<file path="config.mk">
export PLATFORM = sky130hd
export DESIGN_NAME = ttc_timer_unit
export DESIGN_NICKNAME = d
export VERILOG_FILES = /design/src/ttc_pkg.sv /design/src/ttc_timer_unit.sv
export SDC_FILE = /design/constraint.sdc
export NUM_CORES = 1
export LEC_CHECK = 0
export BUFFER_PORTS_ARGS = -buffer_cell sky130_fd_sc_hd__buf_2
export CAP_MARGIN = 10
export CORE_MARGIN = 1
export CORE_UTILIZATION = 58
export CTS_BUF_LIST = sky130_fd_sc_hd__clkbuf_8
export DETAILED_ROUTE_END_ITERATION = 10
export HOLD_SLACK_MARGIN = 0.05
export PLACE_DENSITY = 0.8
export SETUP_SLACK_MARGIN = 0.02
export SLEW_MARGIN = 20
export SYNTH_ARGS = -nofsm -noshare
export SYNTH_HDL_FRONTEND = slang
export SYNTH_SLANG_ARGS = --single-unit
</file>
<file path="constraint.sdc">
create_clock -name aclk -period 8.3 [get_ports aclk]
set_input_delay 1.245 -clock aclk [delete_from_list [all_inputs] [get_ports aclk]]
set_output_delay 1.245 -clock aclk [all_outputs]
set_load 0.03 [all_outputs]
</file>
<file path="src/ttc_pkg.sv">
package ttc_pkg;
    // --------------------------------------------------------------
    // register map
    // --------------------------------------------------------------
    localparam logic [7:0] OFF_GCTRL = 8'h00;
    localparam logic [7:0] OFF_GMODE = 8'h04;
    localparam logic [7:0] OFF_CNT0 = 8'h08;
    localparam logic [7:0] OFF_CNT1 = 8'h0c;
    localparam logic [7:0] OFF_T2CTRL = 8'h10;
    localparam logic [7:0] OFF_T2MODE = 8'h14;
    localparam logic [7:0] OFF_CNT2 = 8'h18;
    localparam logic [7:0] OFF_CAP2 = 8'h1c;
    localparam logic [7:0] OFF_CLKCFG = 8'h20;
    // general control fields
    localparam int GC_TF1 = 7;
    localparam int GC_TR1 = 6;
    localparam int GC_TF0 = 5;
    localparam int GC_TR0 = 4;
    // general mode fields
    localparam int GM_GATE1 = 7;
    localparam int GM_CT1 = 6;
    localparam int GM_GATE0 = 3;
    localparam int GM_CT0 = 2;
    // third timer control, third timer mode and clock config fields
    localparam int T2_TF = 7;
    localparam int T2_EXF = 6;
    localparam int T2_RCLK = 5;
    localparam int T2_TRANSMIT_CLOCK_SELECT = 4;
    localparam int T2_EXEN = 3;
    localparam int T2_TR = 2;
    localparam int T2_CT = 1;
    localparam int T2_CPRL = 0;
    localparam int T2M_CLKOE = 1;
    localparam int CFG_SIX = 0;
    // reset values, timing and bus response codes
    localparam logic [7:0] RST_BYTE = 8'h00;
    localparam logic [15:0] RST_WORD = 16'h0000;
    localparam logic [3:0] MC_LAST_12 = 4'hb;
    localparam logic [3:0] MC_LAST_6 = 4'h5;
    localparam logic [1:0] RESP_OKAY = 2'h0;
    localparam logic [1:0] RESP_SLVERR = 2'h2;

    // --------------------------------------------------------------
    // types
    // --------------------------------------------------------------
    typedef enum logic [1:0] {MODE_13BIT, MODE_16BIT, MODE_RELOAD8, MODE_SPLIT} ttc_mode_e;
    typedef enum logic [1:0] {T2_OFF, T2_BAUD, T2_CAPTURE, T2_RELOAD} ttc_t2mode_e;

    typedef struct packed {
        logic first_gate_pin_n;
        logic second_gate_pin_n;
        logic first_count_pin;
        logic second_count_pin;
        logic capture_reload_pin;
        logic count_or_clockout_pin;
    } ttc_pins_s;

    typedef struct packed {
        logic first_timer_overflow;
        logic second_timer_overflow;
        logic third_timer_event;
        logic second_ovf_pulse;
        logic third_ovf_pulse;
    } ttc_status_s;

    // one count step: {overflow, next count}
    function automatic logic [16:0] ttc_step(input ttc_mode_e m, input logic [15:0] c);
        logic [12:0] v13;
        logic [7:0] lo;
        v13 = {c[15:8], c[4:0]} + 13'h0001;
        lo = c[7:0] + 8'h01;
        unique case (m)
            MODE_13BIT: ttc_step = {&{c[15:8], c[4:0]}, v13[12:5], c[7:5], v13[4:0]};
            MODE_16BIT: ttc_step = {&c, 16'(c + 16'h0001)};
            MODE_RELOAD8: ttc_step = {&c[7:0], c[15:8], (&c[7:0]) ? c[15:8] : lo};
            MODE_SPLIT: ttc_step = {&c[7:0], c[15:8], lo};
        endcase
    endfunction
endpackage

</file>
<file path="src/ttc_timer_unit.sv">
// Added by the designer: the address map and the AXI4-Lite interface to the registers.
module ttc_timer_unit #(
    parameter int ADDR_W = 8
) (
    // clock and reset
    input wire logic aclk,
    input wire logic aresetn,
    // axi4-lite write
    input wire logic [ADDR_W-1:0] s_axi_awaddr,
    input wire logic s_axi_awvalid,
    output logic s_axi_awready,
    input wire logic [31:0] s_axi_wdata,
    input wire logic [3:0] s_axi_wstrb,
    input wire logic s_axi_wvalid,
    output logic s_axi_wready,
    output logic [1:0] s_axi_bresp,
    output logic s_axi_bvalid,
    input wire logic s_axi_bready,
    // axi4-lite read
    input wire logic [ADDR_W-1:0] s_axi_araddr,
    input wire logic s_axi_arvalid,
    output logic s_axi_arready,
    output logic [31:0] s_axi_rdata,
    output logic [1:0] s_axi_rresp,
    output logic s_axi_rvalid,
    input wire logic s_axi_rready,
    // pins
    input wire ttc_pkg::ttc_pins_s pins,
    output logic clockout_pin_out,
    output logic clockout_pin_oe_n,
    // flags and overflow pulses
    output ttc_pkg::ttc_status_s status
);
    import ttc_pkg::*;

    function automatic logic hit(input logic [ADDR_W-1:0] a, input logic [7:0] off);
        hit = ({a[ADDR_W-1:2], 2'b00} == ADDR_W'(off));
    endfunction

    function automatic logic [15:0] merge16(input logic [15:0] old, input logic [31:0] d, input logic [3:0] s);
        merge16 = {s[1] ? d[15:8] : old[15:8], s[0] ? d[7:0] : old[7:0]};
    endfunction

    // --------------------------------------------------------------
    // state
    // --------------------------------------------------------------
    logic run0_reg, run1_reg, tf0_reg, tf1_reg;
    logic [7:0] gmode_reg;
    logic [15:0] cnt0_reg, cnt1_reg, cnt2_reg, cap2_reg;
    logic [15:0] cnt0_next, cnt1_next, cnt2_next, cap2_next;
    logic tf2_reg, external_event_flag_reg, clkoe_reg, six_reg;
    logic [5:0] t2cfg_reg;
    logic clkout_reg, pulse1_reg, pulse2_reg;
    ttc_pins_s sync1_reg, sync2_reg, samp_reg, fall;
    logic [3:0] mc_cnt_reg;
    logic half_reg, mcycle_en, fast_en;

    // --------------------------------------------------------------
    // axi4-lite slave
    // --------------------------------------------------------------
    logic aw_hold_reg, w_hold_reg, bvalid_reg, rvalid_reg;
    logic [ADDR_W-1:0] aw_addr_reg;
    logic [31:0] w_data_reg, rdata_reg;
    logic [3:0] w_strb_reg;
    logic [1:0] bresp_reg, rresp_reg;
    logic wr_do, wr_map, lo_en;
    logic we_gctrl, we_gmode, we_cnt0, we_cnt1, we_t2c, we_t2m, we_cnt2, we_cap2, we_cfg;
    logic [15:0] rd_val;
    logic rd_map;

    assign s_axi_awready = !aw_hold_reg;
    assign s_axi_wready = !w_hold_reg;
    assign s_axi_bvalid = bvalid_reg;
    assign s_axi_bresp = bresp_reg;
    assign s_axi_arready = !rvalid_reg;
    assign s_axi_rvalid = rvalid_reg;
    assign s_axi_rdata = rdata_reg;
    assign s_axi_rresp = rresp_reg;

    assign wr_do = aw_hold_reg && w_hold_reg && !bvalid_reg;
    assign lo_en = wr_do && w_strb_reg[0];
    assign we_gctrl = lo_en && hit(aw_addr_reg, OFF_GCTRL);
    assign we_gmode = lo_en && hit(aw_addr_reg, OFF_GMODE);
    assign we_t2c = lo_en && hit(aw_addr_reg, OFF_T2CTRL);
    assign we_t2m = lo_en && hit(aw_addr_reg, OFF_T2MODE);
    assign we_cfg = lo_en && hit(aw_addr_reg, OFF_CLKCFG);
    assign we_cnt0 = wr_do && hit(aw_addr_reg, OFF_CNT0);
    assign we_cnt1 = wr_do && hit(aw_addr_reg, OFF_CNT1);
    assign we_cnt2 = wr_do && hit(aw_addr_reg, OFF_CNT2);
    assign we_cap2 = wr_do && hit(aw_addr_reg, OFF_CAP2);
    assign wr_map = hit(aw_addr_reg, OFF_GCTRL) || hit(aw_addr_reg, OFF_GMODE) || hit(aw_addr_reg, OFF_CNT0)
        || hit(aw_addr_reg, OFF_CNT1) || hit(aw_addr_reg, OFF_T2CTRL) || hit(aw_addr_reg, OFF_T2MODE)
        || hit(aw_addr_reg, OFF_CNT2) || hit(aw_addr_reg, OFF_CAP2) || hit(aw_addr_reg, OFF_CLKCFG);

    always_ff @(posedge aclk) begin
        if (!aresetn) begin
            aw_hold_reg <= 1'b0;
            w_hold_reg <= 1'b0;
            bvalid_reg <= 1'b0;
            bresp_reg <= RESP_OKAY;
            aw_addr_reg <= '0;
            w_data_reg <= '0;
            w_strb_reg <= '0;
        end else begin
            if (s_axi_awvalid && !aw_hold_reg) begin
                aw_hold_reg <= 1'b1;
                aw_addr_reg <= s_axi_awaddr;
            end
            if (s_axi_wvalid && !w_hold_reg) begin
                w_hold_reg <= 1'b1;
                w_data_reg <= s_axi_wdata;
                w_strb_reg <= s_axi_wstrb;
            end
            if (wr_do) begin
                aw_hold_reg <= 1'b0;
                w_hold_reg <= 1'b0;
                bvalid_reg <= 1'b1;
                bresp_reg <= wr_map ? RESP_OKAY : RESP_SLVERR;
            end else if (bvalid_reg && s_axi_bready) begin
                bvalid_reg <= 1'b0;
            end
        end
    end

    always_comb begin
        rd_map = 1'b1;
        rd_val = RST_WORD;
        if (hit(s_axi_araddr, OFF_GCTRL)) rd_val = {8'h00, tf1_reg, run1_reg, tf0_reg, run0_reg, 4'h0};
        else if (hit(s_axi_araddr, OFF_GMODE)) rd_val = {8'h00, gmode_reg};
        else if (hit(s_axi_araddr, OFF_CNT0)) rd_val = cnt0_reg;
        else if (hit(s_axi_araddr, OFF_CNT1)) rd_val = cnt1_reg;
        else if (hit(s_axi_araddr, OFF_T2CTRL)) rd_val = {8'h00, tf2_reg, external_event_flag_reg, t2cfg_reg};
        else if (hit(s_axi_araddr, OFF_T2MODE)) rd_val = {14'h0000, clkoe_reg, 1'b0};
        else if (hit(s_axi_araddr, OFF_CNT2)) rd_val = cnt2_reg;
        else if (hit(s_axi_araddr, OFF_CAP2)) rd_val = cap2_reg;
        else if (hit(s_axi_araddr, OFF_CLKCFG)) rd_val = {15'h0000, six_reg};
        else rd_map = 1'b0;
    end

    always_ff @(posedge aclk) begin
        if (!aresetn) begin
            rvalid_reg <= 1'b0;
            rdata_reg <= '0;
            rresp_reg <= RESP_OKAY;
        end else if (s_axi_arvalid && !rvalid_reg) begin
            rvalid_reg <= 1'b1;
            rdata_reg <= {16'h0000, rd_val};
            rresp_reg <= rd_map ? RESP_OKAY : RESP_SLVERR;
        end else if (rvalid_reg && s_axi_rready) begin
            rvalid_reg <= 1'b0;
        end
    end

    // --------------------------------------------------------------
    // machine cycle divider and pin sampling
    // --------------------------------------------------------------
    assign mcycle_en = mc_cnt_reg >= (six_reg ? MC_LAST_6 : MC_LAST_12);
    assign fast_en = six_reg || half_reg;

    always_ff @(posedge aclk) begin
        if (!aresetn || mcycle_en) mc_cnt_reg <= 4'h0;
        else mc_cnt_reg <= mc_cnt_reg + 4'h1;
    end

    always_ff @(posedge aclk) begin
        if (!aresetn) half_reg <= 1'b0;
        else half_reg <= !half_reg;
    end

    always_ff @(posedge aclk) begin
        if (!aresetn) begin
            sync1_reg <= '0;
            sync2_reg <= '0;
            samp_reg <= '0;
        end else begin
            sync1_reg <= pins;
            sync2_reg <= sync1_reg;
            if (mcycle_en) samp_reg <= sync2_reg;
        end
    end

    // high-to-low seen between two machine-cycle samples
    assign fall = ttc_pins_s'(samp_reg & ~sync2_reg & {$bits(ttc_pins_s){mcycle_en}});

    // --------------------------------------------------------------
    // timers 0 and 1
    // --------------------------------------------------------------
    ttc_mode_e mode0, mode1;
    logic split0, src0, src1, inc0, inc0h, inc1, ovf0, ovf0h, ovf1;
    logic [16:0] st0, st1;

    assign mode0 = ttc_mode_e'(gmode_reg[1:0]);
    assign mode1 = ttc_mode_e'(gmode_reg[5:4]);
    assign split0 = (mode0 == MODE_SPLIT);
    assign src0 = gmode_reg[GM_CT0] ? fall.first_count_pin : mcycle_en;
    assign src1 = gmode_reg[GM_CT1] ? fall.second_count_pin : mcycle_en;
    assign inc0 = run0_reg && (!gmode_reg[GM_GATE0] || sync2_reg.first_gate_pin_n) && src0;
    assign inc1 = run1_reg && (!gmode_reg[GM_GATE1] || sync2_reg.second_gate_pin_n) && src1
        && (mode1 != MODE_SPLIT);
    // split high byte: machine cycles on timer 1 run bit
    assign inc0h = split0 && run1_reg && mcycle_en;
    assign st0 = ttc_step(mode0, cnt0_reg);
    assign st1 = ttc_step(mode1, cnt1_reg);
    assign ovf0 = inc0 && st0[16];
    assign ovf0h = inc0h && (&cnt0_reg[15:8]);
    assign ovf1 = inc1 && st1[16];

    always_comb begin
        cnt0_next = inc0 ? st0[15:0] : cnt0_reg;
        if (inc0h) cnt0_next[15:8] = cnt0_next[15:8] + 8'h01;
        if (we_cnt0) cnt0_next = merge16(cnt0_next, w_data_reg, w_strb_reg);
        cnt1_next = inc1 ? st1[15:0] : cnt1_reg;
        if (we_cnt1) cnt1_next = merge16(cnt1_next, w_data_reg, w_strb_reg);
    end

    always_ff @(posedge aclk) begin
        if (!aresetn) begin
            cnt0_reg <= RST_WORD;
            cnt1_reg <= RST_WORD;
        end else begin
            cnt0_reg <= cnt0_next;
            cnt1_reg <= cnt1_next;
        end
    end

    always_ff @(posedge aclk) begin
        if (!aresetn) begin
            run0_reg <= 1'b0;
            run1_reg <= 1'b0;
            tf0_reg <= 1'b0;
            tf1_reg <= 1'b0;
            gmode_reg <= RST_BYTE;
        end else begin
            // run bits only gate counting, counts untouched
            if (we_gctrl) run0_reg <= w_data_reg[GC_TR0];
            if (we_gctrl) run1_reg <= w_data_reg[GC_TR1];
            if (we_gmode) gmode_reg <= w_data_reg[7:0];
            tf0_reg <= (we_gctrl ? w_data_reg[GC_TF0] : tf0_reg) || ovf0;
            tf1_reg <= (we_gctrl ? w_data_reg[GC_TF1] : tf1_reg) || (split0 ? ovf0h : ovf1);
        end
    end

    // --------------------------------------------------------------
    // timer 2
    // --------------------------------------------------------------
    ttc_t2mode_e mode2;
    logic clkout, fast2, src2, inc2, ovf2, edge2, reload2;

    always_comb begin
        if (!t2cfg_reg[T2_TR]) mode2 = T2_OFF;
        else if (t2cfg_reg[T2_RCLK] || t2cfg_reg[T2_TRANSMIT_CLOCK_SELECT]) mode2 = T2_BAUD;
        else if (t2cfg_reg[T2_CPRL]) mode2 = T2_CAPTURE;
        else mode2 = T2_RELOAD;
    end

    // pin driven as clock output when enabled in timer mode
    assign clkout = clkoe_reg && !t2cfg_reg[T2_CT];
    assign fast2 = (mode2 == T2_BAUD) || clkout;
    assign src2 = t2cfg_reg[T2_CT] ? fall.count_or_clockout_pin : (fast2 ? fast_en : mcycle_en);
    assign inc2 = (mode2 != T2_OFF) && src2;
    assign ovf2 = inc2 && (&cnt2_reg);
    assign edge2 = t2cfg_reg[T2_EXEN] && fall.capture_reload_pin;
    // capture mode never reloads unless clock output needs it
    assign reload2 = (ovf2 && ((mode2 != T2_CAPTURE) || clkout)) || (edge2 && mode2 == T2_RELOAD);

    always_comb begin
        cnt2_next = reload2 ? cap2_reg : (inc2 ? 16'(cnt2_reg + 16'h0001) : cnt2_reg);
        if (we_cnt2) cnt2_next = merge16(cnt2_next, w_data_reg, w_strb_reg);
        cap2_next = we_cap2 ? merge16(cap2_reg, w_data_reg, w_strb_reg) : cap2_reg;
        if (edge2 && mode2 == T2_CAPTURE && !clkout) cap2_next = cnt2_reg;
    end

    always_ff @(posedge aclk) begin
        if (!aresetn) begin
            cnt2_reg <= RST_WORD;
            cap2_reg <= RST_WORD;
        end else begin
            cnt2_reg <= cnt2_next;
            cap2_reg <= cap2_next;
        end
    end

    always_ff @(posedge aclk) begin
        if (!aresetn) begin
            tf2_reg <= 1'b0;
            external_event_flag_reg <= 1'b0;
            t2cfg_reg <= 6'h00;
            clkoe_reg <= 1'b0;
            six_reg <= 1'b0;
        end else begin
            if (we_t2c) t2cfg_reg <= w_data_reg[5:0];
            if (we_t2m) clkoe_reg <= w_data_reg[T2M_CLKOE];
            if (we_cfg) six_reg <= w_data_reg[CFG_SIX];
            tf2_reg <= (we_t2c ? w_data_reg[T2_TF] : tf2_reg)
                || (ovf2 && mode2 != T2_BAUD && !clkout);
            external_event_flag_reg <= (we_t2c ? w_data_reg[T2_EXF] : external_event_flag_reg) || (edge2 && mode2 != T2_OFF);
        end
    end

    always_ff @(posedge aclk) begin
        if (!aresetn || !clkout) clkout_reg <= 1'b0;
        else if (ovf2) clkout_reg <= !clkout_reg;
    end

    always_ff @(posedge aclk) begin
        if (!aresetn) begin
            pulse1_reg <= 1'b0;
            pulse2_reg <= 1'b0;
        end else begin
            pulse1_reg <= ovf1;
            pulse2_reg <= ovf2;
        end
    end

    // --------------------------------------------------------------
    // outputs
    // --------------------------------------------------------------
    assign clockout_pin_out = clkout_reg;
    assign clockout_pin_oe_n = !clkout;
    assign status = ttc_status_s'({tf0_reg, tf1_reg, tf2_reg || external_event_flag_reg, pulse1_reg, pulse2_reg});

    // --------------------------------------------------------------
    // checks
    // --------------------------------------------------------------
    property p_t0_hold;
        @(posedge aclk) disable iff (!aresetn)
        (!run0_reg && !we_cnt0 && !split0) |=> cnt0_reg == $past(cnt0_reg);
    endproperty
    a_t0_hold: assert property (p_t0_hold) else $error("timer 0 moved while stopped");

    property p_t0_wrap;
        @(posedge aclk) disable iff (!aresetn)
        (inc0 && mode0 == MODE_16BIT && cnt0_reg == 16'hffff && !we_cnt0 && !we_gctrl)
            |=> tf0_reg && cnt0_reg == 16'h0000;
    endproperty
    a_t0_wrap: assert property (p_t0_wrap) else $error("16-bit wrap missed flag");

    property p_t0_reload;
        @(posedge aclk) disable iff (!aresetn)
        (inc0 && mode0 == MODE_RELOAD8 && cnt0_reg[7:0] == 8'hff && !we_cnt0)
            |=> cnt0_reg[7:0] == $past(cnt0_reg[15:8]) && cnt0_reg[15:8] == $past(cnt0_reg[15:8]);
    endproperty
    a_t0_reload: assert property (p_t0_reload) else $error("8-bit reload wrong");

    property p_t0_13bit;
        @(posedge aclk) disable iff (!aresetn)
        (inc0 && mode0 == MODE_13BIT && cnt0_reg[4:0] == 5'h1f && !we_cnt0)
            |=> cnt0_reg[15:8] == 8'($past(cnt0_reg[15:8]) + 8'h01) && cnt0_reg[4:0] == 5'h00;
    endproperty
    a_t0_13bit: assert property (p_t0_13bit) else $error("13-bit carry wrong");

    property p_t1_hold;
        @(posedge aclk) disable iff (!aresetn)
        (mode1 == MODE_SPLIT && !we_cnt1) |=> cnt1_reg == $past(cnt1_reg);
    endproperty
    a_t1_hold: assert property (p_t1_hold) else $error("timer 1 counted in mode 3");

    property p_split_high;
        @(posedge aclk) disable iff (!aresetn)
        (split0 && run1_reg && mcycle_en && cnt0_reg[15:8] == 8'hff) |=> tf1_reg;
    endproperty
    a_split_high: assert property (p_split_high) else $error("split high byte flag missed");

    property p_capture;
        @(posedge aclk) disable iff (!aresetn)
        (mode2 == T2_CAPTURE && edge2 && !clkout) |=> cap2_reg == $past(cnt2_reg) && external_event_flag_reg;
    endproperty
    a_capture: assert property (p_capture) else $error("capture not taken");

    property p_cap_count;
        @(posedge aclk) disable iff (!aresetn)
        (mode2 == T2_CAPTURE && !clkout && inc2 && !we_cnt2) |=> cnt2_reg == 16'($past(cnt2_reg) + 16'h0001);
    endproperty
    a_cap_count: assert property (p_cap_count) else $error("capture mode count wrong");

    property p_baud_noflag;
        @(posedge aclk) disable iff (!aresetn)
        ((t2cfg_reg[T2_RCLK] || t2cfg_reg[T2_TRANSMIT_CLOCK_SELECT]) && !tf2_reg && !we_t2c) |=> !tf2_reg;
    endproperty
    a_baud_noflag: assert property (p_baud_noflag) else $error("overflow flag set in baud mode");

    property p_mcycle;
        @(posedge aclk) disable iff (!aresetn)
        (mcycle_en && !six_reg && !we_cfg) |=> !mcycle_en [*8];
    endproperty
    a_mcycle: assert property (p_mcycle) else $error("machine cycle too short");

    property p_clkout;
        @(posedge aclk) disable iff (!aresetn)
        (clkout && ovf2 && !we_t2m && !we_t2c) |=> clkout_reg != $past(clkout_reg);
    endproperty
    a_clkout: assert property (p_clkout) else $error("clock output did not toggle");
endmodule
</file>
# After elaboration in Yosys (flattened, before gate mapping)
# Cells that the tools add are included.
# word_totals
mem_count	0
regBits	160
in_bits	65
romBits	0
ram_bits	0
elab_cells	239
latch_bits	0
# classes
add_sub_neg	9
eq_ne	28
div	0
shifts	0
mul	0
mux	59
n_lt_le_gt_ge	1
bitwise_logic	4
reduce_logical	92
# op_table
op	n
two-way mux 16 bit	17
one-hot mux 17 bit (4 select lines)	2
two-way mux 8 bit	11
adder 16 x 1 -> 16 bit (second input constant)	3
equality test 6 x 3 -> 1 bit (second input constant)	8
AND reduction 16 bit	3
logical AND 1 bit	38
adder 13 x 1 -> 13 bit (second input constant)	2
AND reduction 13 bit	2
adder 8 x 1 -> 8 bit (second input constant)	3
equality test 6 x 2 -> 1 bit (second input constant)	4
two-way mux 1 bit	24
AND reduction 8 bit	3
logical OR 1 bit	22
equality test 2 bit (second input constant)	6
equality test 6 x 1 -> 1 bit (second input constant)	2
equality test 6 x 4 -> 1 bit (second input constant)	2
logical NOT 6 bit	2
nonzero test 2 bit	6
logical NOT 1 bit	11
bitwise AND 4 bit	2
two-way mux 2 bit	4
equality test 2 x 1 -> 1 bit (second input constant)	3
adder 4 x 1 -> 4 bit (second input constant)	1
other kinds (9)	12

# Depth between registers and ports, before layout
# Gate-level depths: netlist (run 1).
# depth
ltp_word	14
depth_mapped	13
ltp_nobuf	12

# Least setup slack after synthesis (run 1)
# Ideal clock, no wire load.
# synth_path
path_type	input to register
from	in s_axi_araddr[7]
to	reg rdata_reg[0] (netlist: s_axi_rdata[0])
setup_slack_ns	5.410
arrival_ns	2.819
cell_stages	7
path_cell_list	or4_1 -> or2_1 -> clkbuf_1 -> nor2_1 -> a211oi_1 -> a211o_1 -> a21oi_1
# synth_between
elab_chain_len	10
# synth_rtl
element	line	rtl
start: declaration	ttc_timer_unit.sv:20	input wire logic [ADDR_W-1:0] s_axi_araddr,
equality test 6 x 4 -> 1 bit	ttc_timer_unit.sv:37	hit = ({a[ADDR_W-1:2], 2'b00} == ADDR_W'(off));
two-way mux 1 bit	ttc_timer_unit.sv:136	else if (hit(s_axi_araddr, OFF_CLKCFG)) rd_val = {15'h0000, six_reg};
two-way mux 16 bit	ttc_timer_unit.sv:135	else if (hit(s_axi_araddr, OFF_CAP2)) rd_val = cap2_reg;
two-way mux 16 bit	ttc_timer_unit.sv:134	else if (hit(s_axi_araddr, OFF_CNT2)) rd_val = cnt2_reg;
two-way mux 16 bit	ttc_timer_unit.sv:133	else if (hit(s_axi_araddr, OFF_T2MODE)) rd_val = {14'h0000, clkoe_reg, 1'b0};
two-way mux 16 bit	ttc_timer_unit.sv:132	else if (hit(s_axi_araddr, OFF_T2CTRL)) rd_val = {8'h00, tf2_reg, external_event_flag_reg, t2cfg_reg};
two-way mux 16 bit	ttc_timer_unit.sv:131	else if (hit(s_axi_araddr, OFF_CNT1)) rd_val = cnt1_reg;
two-way mux 16 bit	ttc_timer_unit.sv:130	else if (hit(s_axi_araddr, OFF_CNT0)) rd_val = cnt0_reg;
two-way mux 16 bit	ttc_timer_unit.sv:129	else if (hit(s_axi_araddr, OFF_GMODE)) rd_val = {8'h00, gmode_reg};
two-way mux 16 bit *	ttc_timer_unit.sv:128	if (hit(s_axi_araddr, OFF_GCTRL)) rd_val = {8'h00, tf1_reg, run1_reg, tf0_reg, run0_reg, 4'h0};
end signal: assignment	ttc_timer_unit.sv:147	rdata_reg <= {16'h0000, rd_val};
end: declaration	ttc_timer_unit.sv:63	logic [31:0] w_data_reg, rdata_reg;
# Every way passes the cells marked *; elsewhere a longest branch is shown, timed or not.
# A chain may end at the register's enable or synchronous reset.

==> flow_summary.json, run 1 <==
{
  "nets": 1117,
  "status": "finished clean",
  "finalClockSkew_ns": 0.0127,
  "regToRegSetupSlack_ns": 4.88,
  "vias_per_cell": 6.19,
  "min_from": "half_reg",
  "peakVddDrop_uv": 133,
  "ys_seq_elements": 156,
  "synth_area_mm2": 0.00819,
  "dp_hpwl_mm": 16.1,
  "cp_data_arrival_time_ns": 3.87,
  "tightest_slew_ns": 1.08,
  "area_growth_pct": 8.31,
  "rsz0062_at_grt": "no",
  "ios": 113,
  "synth_edf_count": 0,
  "grt_pass1_wl_mm": 35.3,
  "cts_resized": 0,
  "yosys.area.top_type": "dfxtp_1",
  "required_ns": 8.72,
  "min_path_cells": 1,
  "die_w_um": 121,
  "r2r_cells": 10,
  "worst_setup_path_end_kind": "register",
  "syn_inst": 1009,
  "fin_util": 0.641,
  "max_freq_mhz": 290,
  "critPathMaxFanout": 72,
  "relSlewSlack": 0.277,
  "r2r_end": "cnt2_reg[10]",
  "period_share": 0.415,
  "drt-initial-drc-count": 787,
  "p_leak_nw": 3.20,
  "final_max_slew_viol_count": 0,
  "worstSetupPathType": "in -> reg",
  "synthTopCellsByArea": "dfxtp_1 (38%), mux2i_1 (7.8%), nand2_1 (5.6%)",
  "drtPass1Iterations": 6,
  "cts_hold_buffers": 0,
  "yosys_warnings": 0,
  "synthArstFlopShare": 0,
  "hp-class": "reg -> reg",
  "dp_slack_ns": 4.47,
  "max-cap-violations": 0,
  "drcViolationCount": 0,
  "cts_buffers": 17,
  "setup_viol": 0,
  "num_rows": 43,
  "hold_ws_ns": 0.419,
  "routed_wl_mm": 22.3,
  "grt_pass1_vias": 6849,
  "hold_viol": 0,
  "htreeDepth": 4,
  "io_buffer_count": 72,
  "core_area_mm2": 0.0138,
  "synth_top_area_frac": 0.381,
  "syn_avg_cell_area_um2": 8.12,
  "clock_latency_ns": 0.48,
  "clk_pin_slew_ns": 0.10,
  "die_area_mm2": 0.0146,
  "start_kind": "primary input",
  "cts_root_buf": "clkbuf_8",
  "cts_buffer_depth": 2,
  "initial_core_util": 0.592,
  "place.gp.congestion": 0.988,
  "numClockSinks": 156,
  "cts_tree": "built",
  "fin_ws_ns": 4.85,
  "die_y_um": 121,
  "post_cts_buffers": 0,
  "dpl.cell_count": 1205,
  "fin_crit_ns": 3.45,
  "grt_overflow_total": 0,
  "worstReg2RegStart": "six_reg",
  "num_antenna_cells": 0,
  "ys_seq_area_frac": 0.381,
  "vias": 7652,
  "setup_tns_ns": 0,
  "grt_antenna_before_repair": 0,
  "grt_usage": 0.314,
  "drive_gt1_frac": 0.121,
  "powerDensity_mw_per_mm2": 163,
  "final_cells": 1237,
  "hold_end": "half_reg",
  "grt_max_degree": 73,
  "synth_cell_types": 76,
  "synthFlopType": "dfxtp_1",
  "wl_per_cell_um": 18.0,
  "antenna_left": 0
}
==> layout by cell type, fill, tap and decap left out, types with 9 or more instances in the layout <==
cell type / count
xnor2_1: 26
and3_1: 13
mux2i_1: 64
nand3_1: 43
buf_2: 72
dfxtp_1: 156
a221oi_1: 9
nand2_1: 122
a211oi_1: 27
and2_1: 15
o21ai_0: 20
conb_1: 18
a22oi_1: 22
nor3_1: 34
o21ai_1: 20
a21oi_1: 72
inv_1: 18
nor2_1: 114
xor2_1: 14
nand4_1: 17
clkbuf_8: 17
==> cells in the mapped netlist, types with 8 or more instances <==
cell type and n:
nand4_1 17, o21ai_1 20, a21oi_1 72, o22ai_1 8
xnor2_1 26, o21ai_0 20, and2_1 15, clkbuf_1 42
nand2_1 122, buf_1 8, nor2b_1 8, a221oi_1 9
mux2i_1 64, xor2_1 14, and3_1 13, o211ai_1 8
nor3_1 34, a211oi_1 27, inv_1 19, nor2_1 114
ha_1 8, a22oi_1 22, nand3_1 43, buf_4 22
dfxtp_1 156
==> how the worst max path moves through the flow <==
stage | from | endpoint | slack (ns) | depth (start not counted)
floorplan | s_axi_araddr[7] | s_axi_rdata[0] | 5.41 | 7
global placement | aresetn | tf1_reg | 4.44 | 8
detailed placement | aresetn | tf1_reg | 4.47 | 8
CTS | six_reg | cnt2_reg[10] | 4.85 | 10
global route | six_reg | cnt0_reg[14] | 4.55 | 13
finish | aresetn | tf1_reg | 4.85 | 8
==> final cells by class <==
cell class | instances | area, um^2
fill | 1201 | 4960
clock inverter | 15 | 153
tap | 180 | 225
timing repair buffer | 75 | 383
inverter | 24 | 91.3
sequential | 156 | 3120
clock buffer | 17 | 234
multi-input combinational | 770 | 4660
==> layer usage <==
metal	global-route usage	vias up	wire, um
li1	-	3651	-
met3	0.0651	57	2100
met1	0.416	3555	9310
met2	0.494	389	10300
met4	0.132	0	585
met5	0	-	0
==> power by group <==
group          total (mW)  switching [mW]  internal [mW]
logic              0.0907          0.0639         0.0268
registers           0.785          0.0225          0.762
clock network       0.568           0.320          0.248
total                1.44           0.407           1.04
==> metrics by stage <==
step / area [um^2] / total power, mW
2_1_floorplan: 8250 / 0.865
3_5_place_dp: 8480 / 0.892
4_1_cts: 8870 / 1.45
3_3_place_gp: 8480 / 0.890
5_1_grt: 8870 / 1.49
6_report: 8870 / 1.44
==> worst max-delay path: stages <==
cell and delay, ns:
buf_2 0.53, clkinv_2 0.69, buf_4 0.54, nor2_1 0.19, nand3_1 0.08, a21oi_1 0.35
nand2_1 0.09, o21ai_1 0.08
==> kinds of logic after synthesis <==
kind of cell	Yosys count	synth area share
AOI/OAI and AO/OA	233	0.189
xor gates and xnor gates	40	0.0428
adders and majority gates	8	0.0122
buffers and inverters	100	0.0573
DFF	156	0.381
muxes	67	0.0824
other	1	0.000458
and+or+nand+nor	404	0.234
Note: power is estimated with default switching activity, not from simulation.
==> inputs of run 2 (changes only) <==
--- a/config.mk
+++ b/config.mk
@@ -8,11 +8,11 @@
 export BUFFER_PORTS_ARGS = -buffer_cell sky130_fd_sc_hd__buf_2
 export CAP_MARGIN = 10
 export CORE_MARGIN = 1
-export CORE_UTILIZATION = 58
+export CORE_UTILIZATION = 54
 export CTS_BUF_LIST = sky130_fd_sc_hd__clkbuf_8
 export DETAILED_ROUTE_END_ITERATION = 10
 export HOLD_SLACK_MARGIN = 0.05
-export PLACE_DENSITY = 0.8
+export PLACE_DENSITY = 0.79
 export SETUP_SLACK_MARGIN = 0.02
 export SLEW_MARGIN = 20
 export SYNTH_ARGS = -nofsm -noshare
==> constraint.sdc (replaced) <==
create_clock -name aclk -period 3.1 [get_ports aclk]
set_input_delay 0.465 -clock aclk [delete_from_list [all_inputs] [get_ports aclk]]
set_output_delay 0.465 -clock aclk [all_outputs]
set_load 0.03 [all_outputs]
==> flow_summary.json, run 2 (synthesis results as in run 1) <==
{
  "status": "finished clean",
  "switchingPower_mw": 1.18,
  "wl_met2_mm": 10.7,
  "p_int_mw": 2.81,
  "vias": 7777,
  "numClockSinks": 156,
  "num_rows": 44,
  "die_area_mm2": 0.0157,
  "grt_antenna_before_repair": 0,
  "critical_path.max_stage_delay_ns": 0.59,
  "place.gp.congestion": 0.925,
  "met1Wirelength_mm": 9.81,
  "fill_cells": 1333,
  "top_layer_used": "met4",
  "worst-path-buf-inv": 2,
  "final_cells": 1262,
  "cts_resized": 0,
  "multi_input_area_mm2": 0.00468,
  "rsz0062_at_grt": "no",
  "start_kind": "register",
  "drt-initial-drc-count": 751,
  "cts_tree": "built",
  "vias_per_cell": 6.16,
  "nets": 1138,
  "crit_family": "compound AO/OA/AOI/OAI gates",
  "cp_data_arrival_time_ns": 3.16,
  "max_freq_mhz": 357,
  "grt_usage": 0.301,
  "initial_core_util": 0.559,
  "path_cells": "inv_1 > ha_1 > nand2_1 > o2111ai_1 > a32oi_2 > or4_4 > o31ai_4 > buf_4 > mux2i_1 > o21ai_1",
  "die_y_um": 125,
  "io_buffer_count": 72,
  "relSlewSlack": 0.370,
  "powerDensity_mw_per_mm2": 439,
  "hp-class": "in -> reg",
  "period_share": 0.905,
  "grt_pass1_wl_mm": 37.0,
  "max-cap-violations": 0,
  "setup_tns_ns": 0,
  "critPathMaxFanout": 6,
  "wl_per_cell_um": 18.2,
  "grt_max_degree": 39,
  "drcViolationCount": 0,
  "cts_root_buf": "clkbuf_8",
  "core_area_mm2": 0.0146,
  "peakVddDrop_uv": 304,
  "seqCellArea_mm2": 0.00312,
  "area_growth_pct": 11.0,
  "grt_overflow_total": 0,
  "setup_viol": 0,
  "layout_common_cells": "dfxtp_1 (155), nand2_1 (122), nor2_1 (114)",
  "clk_pin_slew_ns": 0.10,
  "dp_hpwl_mm": 17.0,
  "required_ns": 3.46,
  "swShare": 0.295,
  "cts_buffers": 17,
  "worstSetupPathType": "reg -> reg",
  "ios": 113,
  "tightest_slew_ns": 0.942,
  "drtPass1Iterations": 7,
  "pwr-share-clk": 0.411,
  "antenna_left": 0,
  "p_seq_frac": 0.527,
  "dr_wl_met3_mm": 1.90,
  "cts_hold_buffers": 0,
  "htreeDepth": 4,
  "p_leak_nw": 3.34,
  "finalClockSkew_ns": 0.0215,
  "fin_crit_ns": 2.81,
  "post_cts_buffers": 0,
  "crit_slowest_cell": "or4_4",
  "num_antenna_cells": 0,
  "clock_latency_ns": 0.49,
  "drive_gt1_frac": 0.142,
  "hold_viol": 0,
  "grt_pass1_vias": 7327,
  "final_max_slew_viol_count": 0,
  "dpl.cell_count": 1230,
  "worst_setup_path_end_kind": "register",
  "cts_buffer_depth": 2,
  "die_w_um": 125,
  "routed_wl_mm": 23.0,
  "power_frac_comb": 0.063,
  "final_common_cell": "dfxtp_1"
}
==> run 2: changes by cell type in the layout (fill, tap and decap cells not counted), moves of 2 or more <==
| cell | before | now |
|---|---|---|
| buf_4 | 3 | 24 |
| clkinv_8 | 0 | 4 |
| clkinv_2 | 3 | 1 |
| clkinvlp_4 | 2 | 0 |
| inv_6 | 5 | 3 |
==> run 2: area by class of cell <==
| type | instances | area share |
|---|---|---|
| repair buffers | 96 | 0.0594 |
| multi-input cells | 770 | 0.514 |
| clock inverters | 15 | 0.0215 |
| clock buffers | 17 | 0.0257 |
| well taps | 184 | 0.0253 |
| flip-flops and latches | 156 | 0.344 |
| inverters | 24 | 0.0100 |
==> run 2: path summary, 6_finish.rpt <==
path | depth (start not counted) | end | start | slack (ns)
hold / removal | 2 | s_axi_rvalid | s_axi_rready | 0.16
setup reg to reg | 10 | cnt2_reg[0] | six_reg | 0.29
setup / recovery | 10 | cnt2_reg[0] | six_reg | 0.29
hold reg to reg | 1 | half_reg | half_reg | 0.43
==> run 2: layer usage <==
| metal | global-route usage | up-vias |
|---|---|---|
| met5 | 0 | - |
| met4 | 0.120 | 0 |
| met3 | 0.0505 | 61 |
| met2 | 0.484 | 327 |
| met1 | 0.402 | 3698 |
| li1 | - | 3691 |
==> run 2: worst reg2reg max path, stage by stage, from the launching register on <==
cell	delay (ns)
dfxtp_2	0.39
inv_1	0.06
ha_1	0.27
nand2_1	0.09
o2111ai_1	0.29
a32oi_2	0.22
or4_4	0.60
o31ai_4	0.28
buf_4	0.21
mux2i_1	0.21
o21ai_1	0.07
==> run 2: stage by stage <==
stage                     area [um^2]  utilization  setup WS, ns  hold slack, ns  total power [mW]
after CTS                        9070        0.620        0.0583           0.148              3.98
after global placement           8650        0.590         0.177           0.410              2.39
after floorplan                  8250            -         0.393           0.394              2.32
final                            9090        0.621         0.295           0.164              3.99
after detailed placement         8650        0.590        0.0928           0.408              2.39
after global routing             9090        0.621        0.0652           0.152              4.11
==> run 2: power by group through the flow <==
stage	logic, mW	registers (mW)	clock network, mW
2_1_floorplan	0.193	2.12	0
3_3_place_gp	0.244	2.14	0
3_5_place_dp	0.249	2.15	0
4_1_cts	0.249	2.10	1.63
5_1_grt	0.276	2.11	1.73
6_report	0.250	2.10	1.64
